### config.mk
export PLATFORM = sky130hd
export DESIGN_NAME = samc_core
export DESIGN_NICKNAME = d
export VERILOG_FILES = /design/src/samc_pkg.sv /design/src/samc_core.sv
export VERILOG_INCLUDE_DIRS = /design/src
export SDC_FILE = /design/constraint.sdc
export NUM_CORES = 1
export LEC_CHECK = 0
export BUFFER_PORTS_ARGS = -buffer_cell sky130_fd_sc_hd__buf_2
export CORE_UTILIZATION = 60
export CTS_BUF_LIST = sky130_fd_sc_hd__clkbuf_8
export CTS_CLUSTER_DIAMETER = 40
export DETAILED_ROUTE_END_ITERATION = 10
export PLACE_DENSITY = 0.88
export SLEW_MARGIN = 15
export SYNTH_ARGS = -nofsm -noshare
export SYNTH_HDL_FRONTEND = slang
export SYNTH_SLANG_ARGS = --single-unit
### constraint.sdc
create_clock -name mclk -period 3.6 [get_ports mclk]
set_input_delay 0.36 -clock mclk [delete_from_list [all_inputs] [get_ports mclk]]
set_output_delay 0.36 -clock mclk [all_outputs]
set_load 0.03 [all_outputs]
### src/samc_defs.svh
`ifndef SAMC_DEFS_SVH
`define SAMC_DEFS_SVH

// Address word lengths after the start bit, per variant.
`define SAMC_ADDR_LEN_EIGHT 3'h4
`define SAMC_ADDR_LEN_FOUR 3'h3

// Result width and the index of its most significant bit.
`define SAMC_RESULT_BITS 8
`define SAMC_MSB_INDEX 3'h7

// Width of the output shift register used for the LSB-first readback.
`define SAMC_OUT_SHIFT_BITS 9

// Codes on the multiplexer select outputs besides channels 0 to 7.
`define SAMC_SEL_COMMON 4'h8
`define SAMC_SEL_GROUND 4'h9
`define SAMC_SEL_NONE 4'hf

// Reset values.
`define SAMC_CODE_RESET 8'h00
`define SAMC_TRIAL_RESET 8'h80
`define SAMC_ADDR_RESET 4'h0
`define SAMC_SHIFT_RESET 9'h000

`endif

### src/samc_pkg.sv
package samc_pkg;

  // Phases of one chip-select frame.
  typedef enum logic [2:0] {
    SAMC_IDLE = 3'b000,
    SAMC_ADDR = 3'b001,
    SAMC_SETTLE = 3'b010,
    SAMC_CONV = 3'b011,
    SAMC_LSB = 3'b100
  } samc_state_t;

endpackage : samc_pkg

### src/samc_core.sv
`timescale 1ns/1ps
`include "samc_defs.svh"

module samc_core
  import samc_pkg::*;
(
  input wire logic mclk,
  input wire logic rst_b,
  input wire logic chip_select_n,
  input wire logic serial_clock,
  input wire logic serial_in_line,
  input wire logic lsb_first_trigger_n,
  input wire logic eight_input_variant,
  input wire logic comparator_above,
  input wire logic positive_below_negative,
  output logic serial_out,
  output logic serial_out_oe,
  output logic conversion_active_flag,
  output logic conversion_active_oe,
  output logic [3:0] mux_positive_select,
  output logic [3:0] mux_negative_select,
  output logic [7:0] ladder_trial_code
);

  // Positive input of the selected configuration.
  function automatic logic [3:0] samc_positive(input logic eight, input logic [3:0] addr);
    logic sgl;
    logic odd;
    logic sel1;
    logic sel0;
    sgl = addr[3];
    odd = addr[2];
    sel1 = addr[1];
    sel0 = addr[0];
    if (eight) begin
      samc_positive = {1'b0, sel1, sel0, odd};
    end else if (sgl) begin
      // Single-ended and differential four-input modes share the positive member.
      samc_positive = {2'b00, sel1, odd};
    end else begin
      samc_positive = {2'b00, sel1, odd};
    end
  endfunction : samc_positive

  // Negative input of the selected configuration.
  function automatic logic [3:0] samc_negative(input logic eight, input logic [3:0] addr);
    logic sgl;
    logic odd;
    logic sel1;
    logic sel0;
    sgl = addr[3];
    odd = addr[2];
    sel1 = addr[1];
    sel0 = addr[0];
    if (eight && sgl) begin
      samc_negative = `SAMC_SEL_COMMON;
    end else if (eight) begin
      samc_negative = {1'b0, sel1, sel0, ~odd};
    end else if (sgl) begin
      samc_negative = `SAMC_SEL_GROUND;
    end else begin
      samc_negative = {2'b00, sel1, ~odd};
    end
  endfunction : samc_negative

  // Two-stage synchronisers for every pin from outside the mclk domain.
  logic [1:0] cs_sync;
  logic [1:0] clk_sync;
  logic [1:0] din_sync;
  logic [1:0] trig_sync;
  logic [1:0] var_sync;
  logic [1:0] cmp_sync;
  logic [1:0] neg_sync;
  logic clk_prev;

  // Next values of the synchroniser stages and the edge detector.
  logic [1:0] next_cs_sync;
  logic [1:0] next_clk_sync;
  logic [1:0] next_din_sync;
  logic [1:0] next_trig_sync;
  logic [1:0] next_var_sync;
  logic [1:0] next_cmp_sync;
  logic [1:0] next_neg_sync;
  logic next_clk_prev;

  // The first stage of each pair is read only by its second stage.
  always_comb begin
    next_cs_sync = {cs_sync[0], chip_select_n};
    next_clk_sync = {clk_sync[0], serial_clock};
    next_din_sync = {din_sync[0], serial_in_line};
    next_trig_sync = {trig_sync[0], lsb_first_trigger_n};
    next_var_sync = {var_sync[0], eight_input_variant};
    next_cmp_sync = {cmp_sync[0], comparator_above};
    next_neg_sync = {neg_sync[0], positive_below_negative};
    next_clk_prev = clk_sync[1];
  end

  // Registers of the synchronisers; reset levels match the idle pins.
  always_ff @(posedge mclk or negedge rst_b) begin
    if (!rst_b) begin
      cs_sync <= 2'b11;
      clk_sync <= 2'b00;
      din_sync <= 2'b00;
      trig_sync <= 2'b11;
      var_sync <= 2'b00;
      cmp_sync <= 2'b00;
      neg_sync <= 2'b00;
      clk_prev <= 1'b0;
    end else begin
      cs_sync <= next_cs_sync;
      clk_sync <= next_clk_sync;
      din_sync <= next_din_sync;
      trig_sync <= next_trig_sync;
      var_sync <= next_var_sync;
      cmp_sync <= next_cmp_sync;
      neg_sync <= next_neg_sync;
      clk_prev <= next_clk_prev;
    end
  end

  // Synchronised levels and serial clock edges found by the mclk domain.
  logic cs_high;
  logic din;
  logic trig_n;
  logic clk_rise;
  logic clk_fall;
  logic bit_decision;

  assign cs_high = cs_sync[1];
  assign din = din_sync[1];
  assign trig_n = trig_sync[1];
  // Serial clock edges show here two mclk cycles after the pin moves.
  assign clk_rise = clk_sync[1] && !clk_prev;
  assign clk_fall = !clk_sync[1] && clk_prev;
  // A reversed input pair forces every decided bit to zero.
  assign bit_decision = cmp_sync[1] && !neg_sync[1];

  // Frame state.
  samc_state_t state;
  samc_state_t next_state;
  logic [2:0] addr_count;
  logic [2:0] next_addr_count;
  logic [3:0] addr_shift;
  logic [3:0] next_addr_shift;
  logic eight_mode;
  logic next_eight_mode;
  logic [2:0] bit_index;
  logic [2:0] next_bit_index;
  logic [7:0] result_code;
  logic [7:0] next_result_code;
  logic [8:0] out_shift;
  logic [8:0] next_out_shift;

  // Next values of the output registers.
  logic next_serial_out;
  logic next_serial_out_oe;
  logic next_active;
  logic next_active_oe;
  logic [3:0] next_pos_sel;
  logic [3:0] next_neg_sel;
  logic [7:0] next_trial;

  // Next-state logic for addressing, settling, conversion and readback.
  always_comb begin
    logic [3:0] full_addr;
    logic [2:0] addr_len;
    full_addr = addr_shift;
    addr_len = `SAMC_ADDR_LEN_EIGHT;
    // Every value holds unless a branch below moves it.
    next_state = state;
    next_addr_count = addr_count;
    next_addr_shift = addr_shift;
    next_eight_mode = eight_mode;
    next_bit_index = bit_index;
    next_result_code = result_code;
    next_out_shift = out_shift;
    next_serial_out = serial_out;
    next_serial_out_oe = serial_out_oe;
    next_active = conversion_active_flag;
    next_active_oe = conversion_active_oe;
    next_pos_sel = mux_positive_select;
    next_neg_sel = mux_negative_select;
    next_trial = ladder_trial_code;
    if (cs_high) begin
      // Chip select high wipes the frame and floats both outputs.
      next_state = SAMC_IDLE;
      next_addr_count = 3'h0;
      next_addr_shift = `SAMC_ADDR_RESET;
      next_eight_mode = 1'b0;
      next_bit_index = `SAMC_MSB_INDEX;
      next_result_code = `SAMC_CODE_RESET;
      next_out_shift = `SAMC_SHIFT_RESET;
      next_serial_out = 1'b0;
      next_serial_out_oe = 1'b0;
      next_active = 1'b0;
      next_active_oe = 1'b0;
      next_pos_sel = `SAMC_SEL_NONE;
      next_neg_sel = `SAMC_SEL_NONE;
      next_trial = `SAMC_TRIAL_RESET;
    end else begin
      case (state)
        SAMC_IDLE: begin
          // Low levels before the start bit are discarded.
          if (clk_rise && din) begin
            next_state = SAMC_ADDR;
            next_addr_count = 3'h0;
            // The variant strap is taken once per frame, at the start bit.
            next_eight_mode = var_sync[1];
          end
        end
        SAMC_ADDR: begin
          // Address bits arrive in order: mode, parity, upper select, lower select.
          if (clk_rise) begin
            next_addr_shift = {addr_shift[2:0], din};
            next_addr_count = addr_count + 3'h1;
            // Four-input parts take one address bit fewer.
            if (!eight_mode) begin
              addr_len = `SAMC_ADDR_LEN_FOUR;
            end
            // A complete word selects the inputs and opens the conversion.
            if (next_addr_count == addr_len) begin
              if (eight_mode) begin
                full_addr = next_addr_shift;
              end else begin
                full_addr = {next_addr_shift[2:0], 1'b1};
              end
              next_addr_shift = full_addr;
              next_pos_sel = samc_positive(eight_mode, full_addr);
              next_neg_sel = samc_negative(eight_mode, full_addr);
              next_active = 1'b1;
              next_active_oe = 1'b1;
              next_state = SAMC_SETTLE;
            end
          end
        end
        SAMC_SETTLE: begin
          // One full clock period of leading low while the multiplexer settles.
          if (clk_fall) begin
            next_serial_out_oe = 1'b1;
            next_serial_out = 1'b0;
            next_bit_index = `SAMC_MSB_INDEX;
            // The trial restarts at mid-scale for the most significant bit.
            next_trial = `SAMC_TRIAL_RESET;
            next_state = SAMC_CONV;
          end
        end
        SAMC_CONV: begin
          // Each falling edge decides one bit and drives it out at once.
          if (clk_fall) begin
            next_result_code[bit_index] = bit_decision;
            next_serial_out = bit_decision;
            // After bit 0 the result is parked for the LSB-first readback.
            if (bit_index == 3'h0) begin
              next_out_shift = {1'b0, next_result_code};
              next_trial = next_result_code;
              next_state = SAMC_LSB;
            end else begin
              // The next trial keeps the decided bits and tries the next lower one.
              next_trial = next_result_code | (8'h01 << (bit_index - 3'h1));
              next_bit_index = bit_index - 3'h1;
            end
          end
        end
        SAMC_LSB: begin
          // The first falling edge here closes the eight conversion periods.
          if (clk_fall) begin
            next_active = 1'b0;
            // Bit 0 already went out, so the stream resumes with bit 1.
            if (!eight_mode || !trig_n) begin
              next_out_shift = {1'b0, out_shift[8:1]};
              next_serial_out = out_shift[1];
            end else begin
              // A high trigger on the eight-input part parks bit 0 on the line.
              next_serial_out = out_shift[0];
            end
          end
        end
        default: begin
          // An unused state code falls back to idle.
          next_state = SAMC_IDLE;
        end
      endcase
    end
  end

  // Registers of the frame state; all outputs come straight from here.
  always_ff @(posedge mclk or negedge rst_b) begin
    if (!rst_b) begin
      state <= SAMC_IDLE;
      addr_count <= 3'h0;
      addr_shift <= `SAMC_ADDR_RESET;
      eight_mode <= 1'b0;
      bit_index <= `SAMC_MSB_INDEX;
      result_code <= `SAMC_CODE_RESET;
      out_shift <= `SAMC_SHIFT_RESET;
      serial_out <= 1'b0;
      serial_out_oe <= 1'b0;
      conversion_active_flag <= 1'b0;
      conversion_active_oe <= 1'b0;
      mux_positive_select <= `SAMC_SEL_NONE;
      mux_negative_select <= `SAMC_SEL_NONE;
      ladder_trial_code <= `SAMC_TRIAL_RESET;
    end else begin
      state <= next_state;
      addr_count <= next_addr_count;
      addr_shift <= next_addr_shift;
      eight_mode <= next_eight_mode;
      bit_index <= next_bit_index;
      result_code <= next_result_code;
      out_shift <= next_out_shift;
      serial_out <= next_serial_out;
      serial_out_oe <= next_serial_out_oe;
      conversion_active_flag <= next_active;
      conversion_active_oe <= next_active_oe;
      mux_positive_select <= next_pos_sel;
      mux_negative_select <= next_neg_sel;
      ladder_trial_code <= next_trial;
    end
  end

endmodule : samc_core

Word-level counts from Yosys, hierarchy flattened
Index checks and enable logic that the tools add are counted.
{"block": "word_totals", "reg_bits": 65, "in_bits": 9, "out_inout_bits": 20, "wordCells": 160}
{"block": "classes", "n_addsub": 2, "n_lt_le_gt_ge": 2, "eq_ne": 15, "n_shift": 1, "muxes": 77, "n_bitwise": 2, "reduce_logical": 39}
{"op": "$mux W3", "n": 23}
{"op": "$mux W4", "n": 16}
{"op": "$mux W8", "n": 7}
{"op": "$mux W9", "n": 5}
{"op": "$ne A3 B3 Y1 const B", "n": 9}
{"op": "$pmux W9 S2", "n": 1}
{"op": "$mux W1", "n": 17}
{"op": "$pmux W8 S2", "n": 1}
{"op": "$reduce_bool A2 Y1", "n": 8}
{"op": "$pmux W3 S5", "n": 1}
{"op": "$pmux W3 S2", "n": 2}
{"op": "$reduce_and A4 Y1", "n": 3}
{"op": "$reduce_bool A3 Y1", "n": 4}
{"op": "$reduce_and A3 Y1", "n": 3}
{"op": "$bwmux W8", "n": 1}
{"op": "$or A8 B8 Y8", "n": 1}
{"op": "$reduce_and A2 Y1", "n": 4}
{"op": "$shl A1 B3 Y8 const A", "n": 1}
{"op": "$reduce_and A7 Y1", "n": 1}
{"op": "$eq A3 B2 Y1 const B", "n": 2}
{"op": "$logic_and A1 B1 Y1", "n": 6}
{"op": "$logic_not A3 Y1", "n": 2}
{"op": "$logic_not A1 Y1", "n": 5}
{"op": "$reduce_and A5 Y1", "n": 1}
{"op": "other kinds (14)", "n": 14}

Logic depth before layout (Yosys ltp)
Gate-level depths: netlist (run 1).
{"block": "depth", "word_depth": 18, "ltp_mapped": 8, "ltp_nobuf": 7}

Worst setup path before layout (run 1)
OpenSTA, ideal clock, no wires.
{"block": "synth_path", "kind": "flip-flop to flip-flop", "startpoint": "register bit_index[0]", "endpoint": "register state[0]", "setup_time_ns": 0.125, "arrival_time_ns": 1.875, "required_time_ns": 3.475, "setup_slack_ns": 1.600, "path_stages_with_launch": 9, "n_path_buf": 1, "synth_period_minus_slack_ns": 2.000, "path_cell_list": "dfstp_2 -> clkbuf_1 -> inv_1 -> ha_1 -> nand2b_1 -> nand2_1 -> o21ai_0 -> nand3b_1 -> mux2_2"}
{"block": "synth_via", "elab_chain_len": 3}
{"element": "start, declared", "line_no": "samc_core.sv:147", "source": "logic [2:0] bit_index;"}
{"element": "start signal, assigned", "line_no": "samc_core.sv:293", "source": "bit_index <= `SAMC_MSB_INDEX;"}
{"element": "start signal, assigned", "line_no": "samc_core.sv:308", "source": "bit_index <= next_bit_index;"}
{"element": "$logic_not A3 Y1", "line_no": "samc_core.sv:253", "source": "if (bit_index == 3'h0) begin"}
{"element": "$ne A3 B3 Y1 (no source line)"}
{"element": "$reduce_and A7 Y1 (no source line)"}
{"element": "end signal, assigned", "line_no": "samc_core.sv:304", "source": "state <= next_state;"}
{"element": "end, declared", "line_no": "samc_core.sv:139", "source": "samc_state_t state;"}
No other way between the ends.
A chain may end at the register's enable or synchronous reset.

Final worst setup path (run 1)
{"block": "layout_path", "startpoint": "register cs_sync[1]", "endpoint": "register out_shift[4]"}
{"block": "layout_via", "elab_chain_len": 2, "word_cells_on_any_way": 7, "classes_between": "eq/ne: 4; mux: 1; reduce/logical: 2"}
{"element": "start, declared", "line_no": "samc_core.sv:67", "source": "logic [1:0] cs_sync;"}
{"element": "start signal, assigned", "line_no": "samc_core.sv:110", "source": "cs_sync <= next_cs_sync;"}
{"element": "$ne A3 B3 Y1 (no source line) or $reduce_bool A3 Y1 (tied branches)"}
{"element": "$reduce_and A5 Y1 (no source line)"}
{"element": "end signal, assigned", "line_no": "samc_core.sv:295", "source": "out_shift <= `SAMC_SHIFT_RESET;"}
{"element": "end signal, assigned", "line_no": "samc_core.sv:310", "source": "out_shift <= next_out_shift;"}
{"element": "end, declared", "line_no": "samc_core.sv:151", "source": "logic [8:0] out_shift;"}
Parallel ways exist; a longest one is shown, timed or not.

==> results.ini, run 1 <==
[synthesis]
syn_area_per_cell_sq_um = 10.7
netlist_instances = 279
yosysSeqAreaShare_pct = 54.4
synth_area_leaders = dfrtp_1 40%, dfstp_2 14%, nor2_1 5.2%, mux2i_1 5.0%, mux2_2 3.8%
syn_area_sq_um = 2980
synth.distinct_cells = 39
synth_top_cell_area_share_pct = 40.3
synthesis.nets = 296
synth-main-ff-cell = dfrtp_1
yosysWarnings = 0
ys_ff_latch = 64
async_flop_share_pct = 100
synth_edf_count = 0
synth_top_cell_by_area = dfrtp_1

[timing]
slew_headroom_pct = 33.8
final.min_clock_period_ps = 2320
finalHoldViolCount = 0
fin_crit_sh_pct = 64.5
hold-worst-slack_ps = 110
finalSetupViolations = 0
fin_skew_ps = 7.57
fin_tns_setup_ps = 0
worst_slack_ps = 1280
max_freq_mhz = 430
worst_pin_slew_ps = 993
rsz0062_at_grt = no
report.final.slew_viol_count = 0

[setup_path]
required_ps = 3830
arrival_ps = 2550
worstSetupStartpointType = flop
crit_chain = and4bb_1, nand2_1, o21ai_0, nor3_4, mux2_2
r2r_slack_ps = 1280
rr_worst_depth = 5
critical_path_class = flop to flop
end_kind = flop
critPathLaunch = cs_sync[1]$_DFF_PN1_
critPathSlowestCell = dfstp_2
endpoint = out_shift[4]$_DFFE_PN0P_
r2r_start = cs_sync[1]$_DFF_PN1_
reg2reg_to = out_shift[4]$_DFFE_PN0P_
slowest_delay_ps = 880
worstPathMaxFanout = 32

[floorplan]
die_w_um = 72.5
dieArea_sq_um = 5260
pin_count = 29
core_sq_um = 4750
chipHeight_um = 72.5
rows = 25
start_util_pct = 62.7

[placement]
preCtsSetupSlack_ps = 1310
dp_hpwl_um = 3940
gp_congestion = 0.887
portBuffers = 28

[global_route]
grtUsageTotal_pct = 24.4
grt.overflow.total = 0
grt_max_degree = 48
grt_pass1_wl_um = 9570
antenna_found_initial = 0
grt_pass1_vias = 2062

[routing]
antenna_left = 0
first_pass_iters = 4
vias_per_cell = 5.80
drc = 0
drt-initial-drc-count = 188
via_count = 2197
avgRoutedWirePerCell_um = 15.2
wl_um = 5750

[clock_tree]
cts_setup_buffers = 0
post_cts_resized = 0
cts_max_path_buffers = 2
cts_root_buf = clkbuf_8
htreeDepth = 3
cts_hold_buf = 0
cts_sinks = 64
cts_tree = done
numCtsBuffers = 9
clk_pin_slew_ps = 70
insertion_delay_ps = 340

[pwr]
cellPowerDensity_nw_per_um2 = 494
cellLeakagePower_nw = 1.52
ir_drop_mv = 0.283

[layout]
n_fill_cell = 351
multi_input_area_sq_um = 1280
antenna_cells = 0
area_delta_synth_final_pct = 12.1
nets = 324
drive_above_1_share_pct = 24.0
seqCellArea_sq_um = 1620

[flow_run]
drv_cap = 0

[worst_hold_path]
hold_path_class = input pin to flop

[status]
status = finished, final reports clean

==> per-stage QoR <==
stage                     total power [W]  cell area, sq um  std cells  utilization [%]
after floorplan                   0.00103              2980        279                -
after global placement            0.00109              3160        363             66.5
after detailed placement          0.00110              3160        363             66.5
after CTS                         0.00166              3340        379             70.3
after global routing              0.00173              3340        379             70.3
final                             0.00165              3340        379             70.3
==> critical path, delay by kind of cell (launching register included) <==
| family | cells | cell delay (ps) |
|---|---|---|
| flops | 1 | 880 |
| mux | 1 | 390 |
| simple gates | 3 | 790 |
| compound gates | 1 | 140 |
==> how the worst min path moves through the flow <==
stage / from / end / slack [ps] / cells past startpoint
2_1_floorplan: rst_b / addr_count[0]$_DFFE_PN0P_ / 60 / 0
3_3_place_gp: din_sync[0]$_DFF_PN0_ / din_sync[1]$_DFF_PN0_ / 330 / 0
3_5_place_dp: din_sync[0]$_DFF_PN0_ / din_sync[1]$_DFF_PN0_ / 330 / 0
4_1_cts: chip_select_n / cs_sync[0]$_DFF_PN1_ / 100 / 1
5_1_grt: lsb_first_trigger_n / trig_sync[0]$_DFF_PN1_ / 100 / 1
6_report: chip_select_n / cs_sync[0]$_DFF_PN1_ / 110 / 1
==> sequential cells by signal, indices dropped and copies added, names as in the netlist <==
register,count
addr_count,3
addr_shift,3
bit_index,3
clk_prev,1
clk_sync,2
cmp_sync,2
conversion_active_flag,1
conversion_active_oe,1
cs_sync,2
din_sync,2
eight_mode,1
ladder_trial_code,8
mux_negative_select,4
mux_positive_select,4
neg_sync,2
out_shift,8
result_code,8
serial_out,1
serial_out_oe,1
state,3
trig_sync,2
var_sync,2
==> cells in the mapped netlist (2+ instances only) <==
master    number
and2_1         2
mux2i_1       15
o21bai_1       2
o21ai_0       19
a211oi_1      10
inv_1          6
dfrtp_1       48
clkbuf_1      10
nor2_1        41
dfstp_2       16
nand2_1       21
mux2_2        10
o22ai_1        3
a221o_1        7
a22oi_1        4
nand3_1        6
nor2b_1        8
nand3b_1       3
ha_1           8
nor3_1         7
a21oi_1       13
nand2b_1       3
==> cells by family (layout without fill, tap and decap cells) <==
kind of cell | Yosys count | count (layout) | share of synthesized area, %
and+or+nand+nor | 100 | 100 | 16.8
DFF | 64 | 64 | 54.4
muxes | 25 | 25 | 8.81
xor gates and xnor gates | 1 | 1 | 0.294
AOI/OAI and AO/OA | 63 | 63 | 13.8
adders and majority gates | 8 | 8 | 3.36
buffers and inverters | 18 | 51 | 2.56
==> layout by cell type, fill, tap and decap left out, types with 2 or more instances in the layout <==
| cell type | netlist | layout |
|---|---|---|
| a22oi_1 | 4 | 4 |
| nand3_1 | 6 | 6 |
| o22ai_1 | 3 | 3 |
| o21ai_0 | 19 | 19 |
| dfrtp_1 | 48 | 48 |
| and2_1 | 2 | 2 |
| o21bai_1 | 2 | 2 |
| clkbuf_8 | 0 | 12 |
| a21oi_1 | 13 | 13 |
| mux2i_1 | 15 | 15 |
| dfstp_2 | 16 | 16 |
| nand2_1 | 21 | 21 |
| buf_2 | 1 | 28 |
| nand3b_1 | 3 | 3 |
| clkinv_2 | 0 | 3 |
| mux2_2 | 10 | 10 |
| ha_1 | 8 | 8 |
| nor2_1 | 41 | 41 |
| nand2b_1 | 3 | 3 |
| a211oi_1 | 10 | 10 |
| nor3_1 | 7 | 7 |
| nor2b_1 | 8 | 8 |
| a221o_1 | 7 | 7 |
| inv_1 | 6 | 7 |
==> final cells by class <==
type                            count  area share, %
Sequential cell                    64           48.5
Multi-Input combinational cell    197           38.4
Clock buffer                       12           4.94
Timing Repair Buffer               29           4.41
Tap cell                           67           2.51
Inverter                            6          0.673
Clock inverter                      4          0.561
==> metal layers <==
| metal | track usage (%) | vias to the layer above | wire length, um |
|---|---|---|---|
| li1 | - | 1049 | - |
| met1 | 32.6 | 1059 | 2580 |
| met2 | 36.8 | 78 | 2720 |
| met3 | 7.22 | 11 | 344 |
| met4 | 11.3 | 0 | 112 |
| met5 | 0 | - | 0 |
==> power breakdown <==
group	switching [W]	internal, W	total (W)
clock network	0.000259	0.000300	0.000559
registers	0.0000661	0.000773	0.000840
logic	0.000154	0.0000984	0.000252
total	0.000479	0.00117	0.00165
No activity file was read; power rests on OpenSTA's default activity.
==> inputs of run 2 (changes only) <==
Clock period 3.6 ns to 2.15 ns, I/O delays scaled along.
==> run 2 against run 1 <==
Sequential share of layout area down 2.6 points. Final area rose by 5.7%. Wire length rose by 9.3%. Register-to-register slack got worse by 1200 ps. Non-clock buffer count rose by 23. Core utilization is 4.0 points higher. Combinational power up 110%. Critical path depth up 3. Clock skew about the same. Critical endpoint is now out_shift[6]$_DFFE_PN0P_.
==> results.ini, run 2 (synthesized netlist as in run 1, its figures left out) <==
[timing]
max_freq_mhz = 490  ; +14%
worst_pin_slew_ps = 767  ; -226 ps
finalSetupViolations = 0  ; unchanged
rsz0062_at_grt = no
hold-worst-slack_ps = 32.1  ; -78.2 ps
finalHoldViolCount = 0  ; unchanged
final.min_clock_period_ps = 2040  ; -285 ps
slew_headroom_pct = 48.9  ; +15 points
report.final.slew_viol_count = 0  ; unchanged
fin_crit_sh_pct = 94.8  ; +30 points
fin_tns_setup_ps = 0  ; unchanged
worst_slack_ps = 111  ; -1170 ps
fin_skew_ps = 7.25  ; -0.316 ps

[clock_tree]
htreeDepth = 3  ; unchanged
cts_max_path_buffers = 2  ; unchanged
cts_root_buf = clkbuf_8
cts_sinks = 64  ; unchanged
cts_tree = done
numCtsBuffers = 9  ; unchanged
clk_pin_slew_ps = 60  ; about the same
insertion_delay_ps = 340  ; about the same

[floorplan]
core_sq_um = 4750  ; unchanged
chipHeight_um = 72.5  ; unchanged
rows = 25  ; unchanged
pin_count = 29  ; unchanged
start_util_pct = 62.7  ; unchanged
die_w_um = 72.5  ; unchanged
dieArea_sq_um = 5260  ; unchanged

[layout]
nets = 347  ; +7.1%
layout_commonest_cell = dfrtp_1
final_util_pct = 74.4  ; +4.0 points
reg_top3 = ladder_trial_code: 8 flops, out_shift: 8 flops, result_code: 8 flops
drive_above_1_share_pct = 26.7  ; +2.7 points
area_delta_synth_final_pct = 18.5
final_cell_mix = 48 x dfrtp_1, 41 x nor2_1, 28 x buf_2
antenna_cells = 0  ; unchanged

[flow_run]
drv_cap = 0  ; unchanged

[pwr]
clock_power_share_pct = 32.0  ; -1.9 points
power_frac_comb_pct = 18.6  ; +3.3 points
ir_drop_mv = 0.468  ; +65%
seqPwrFrac_pct = 49.4  ; -1.5 points
power_switching_w = 0.000795  ; +66%
cellPowerDensity_nw_per_um2 = 793  ; +61%
cellLeakagePower_nw = 1.62  ; +7.0%
p_int_w = 0.00201  ; +71%
switching_share_pct = 28.4  ; -0.65 points

[placement]
preCtsSetupSlack_ps = 106  ; -1200 ps
gp_congestion = 0.911  ; +2.8%
dp_hpwl_um = 4270  ; +8.5%
portBuffers = 28  ; unchanged

[setup_path]
worstPathMaxFanout = 8  ; -75%
arrival_ps = 2260  ; -290 ps
critical_path_class = flop to flop
worstSetupStartpointType = flop
end_kind = flop
required_ps = 2370  ; -1460 ps
rr_worst_depth = 8  ; +3

[global_route]
grtUsageTotal_pct = 26.6  ; +2.2 points
use_met2_pct = 42.2  ; +5.4 points
grt_use_met1_pct = 35.0  ; +2.4 points
busiest_layer = met2
grt_pass1_vias = 2179  ; +5.7%
grt.met3_usage_pct = 6.25  ; -0.97 points
antenna_found_initial = 0  ; unchanged
grt_max_degree = 65  ; +35%
grt_pass1_wl_um = 10300  ; +7.8%
grt.overflow.total = 0  ; unchanged

[routing]
drt-initial-drc-count = 161  ; -14%
via_count = 2280  ; +3.8%
first_pass_iters = 4  ; unchanged
antenna_left = 0  ; unchanged
vias_per_cell = 5.70  ; -1.7%
wl_um = 6290  ; +9.3%
drc = 0  ; unchanged
avgRoutedWirePerCell_um = 15.7  ; +3.6%

[worst_hold_path]
hold_path_class = input pin to async pin

[status]
status = finished, final reports clean

run 2: changes by cell type in the layout (fill, tap and decap cells not counted), sizes merged:
cell         change
buf             +16
dlygate4sd3      +7
clkinv           -3
inv              +1
run 2: power by group through the flow:
stage          clock [W]  combinational, W  sequential [W]
2_1_floorplan          0          0.000338         0.00139
4_1_cts         0.000915          0.000499         0.00138
5_1_grt         0.000967          0.000570         0.00140
3_5_place_dp           0          0.000485         0.00140
3_3_place_gp           0          0.000470         0.00140
6_report        0.000897          0.000521         0.00138
run 2: worst max-delay path: stages (launching register included):
cell and delay [ps]:
dfstp_2 390, inv_1 150, ha_1 230, nand2b_1 110, nand2_1 160, o21ai_0 170, nor3_4 220, buf_12 150
mux2_2 330
run 2: stage by stage:
stage          total power, W  cell area, sq um  std cells
6_report              0.00280              3540        400
5_1_grt               0.00294              3540        400
4_1_cts               0.00280              3510        398
3_5_place_dp          0.00189              3270        377
3_3_place_gp          0.00187              3270        377
2_1_floorplan         0.00172              2980        279
run 2: layer usage:
layer | wire (um) | share of wire (%)
met1 | 2770 | 44
met2 | 3100 | 49
met3 | 268 | 4.3
met4 | 153 | 2.4
met5 | 0 | 0
run 2: timing repair:
| action | 4_1_cts | 5_1_grt |
|---|---|---|
| hold buffers | 7 | 0 |
| setup endpoints to repair | 0 | 9 |
| gates resized for setup | 0 | 1 |
| hold endpoints to repair | 7 | 0 |
| buffers inserted | 0 | 2 |
run 2: worst paths after layout:
kind	startpoint	endpoint	slack (ps)
setup reg to reg	bit_index[0]$_DFFE_PN1P_	out_shift[6]$_DFFE_PN0P_	110
setup / recovery	bit_index[0]$_DFFE_PN1P_	out_shift[6]$_DFFE_PN0P_	110
max in group asynchronous	rst_b	result_code[6]$_DFFE_PN0P_	1600
hold / removal	rst_b	addr_shift[2]$_DFFE_PN0P_	30
min in group mclk	din_sync[0]$_DFF_PN0_	din_sync[1]$_DFF_PN0_	350
hold reg to reg	din_sync[0]$_DFF_PN0_	din_sync[1]$_DFF_PN0_	350
run 2: cell type report:
| type | count | area (sq um) |
|---|---|---|
| sequential | 64 | 1620 |
| multi-input combinational | 197 | 1280 |
| clock buffer | 12 | 165 |
| clock inverter | 2 | 7.51 |
| tap | 67 | 83.8 |
| fill | 348 | 1220 |
| inverter | 6 | 22.5 |
| timing repair buffer | 52 | 350 |
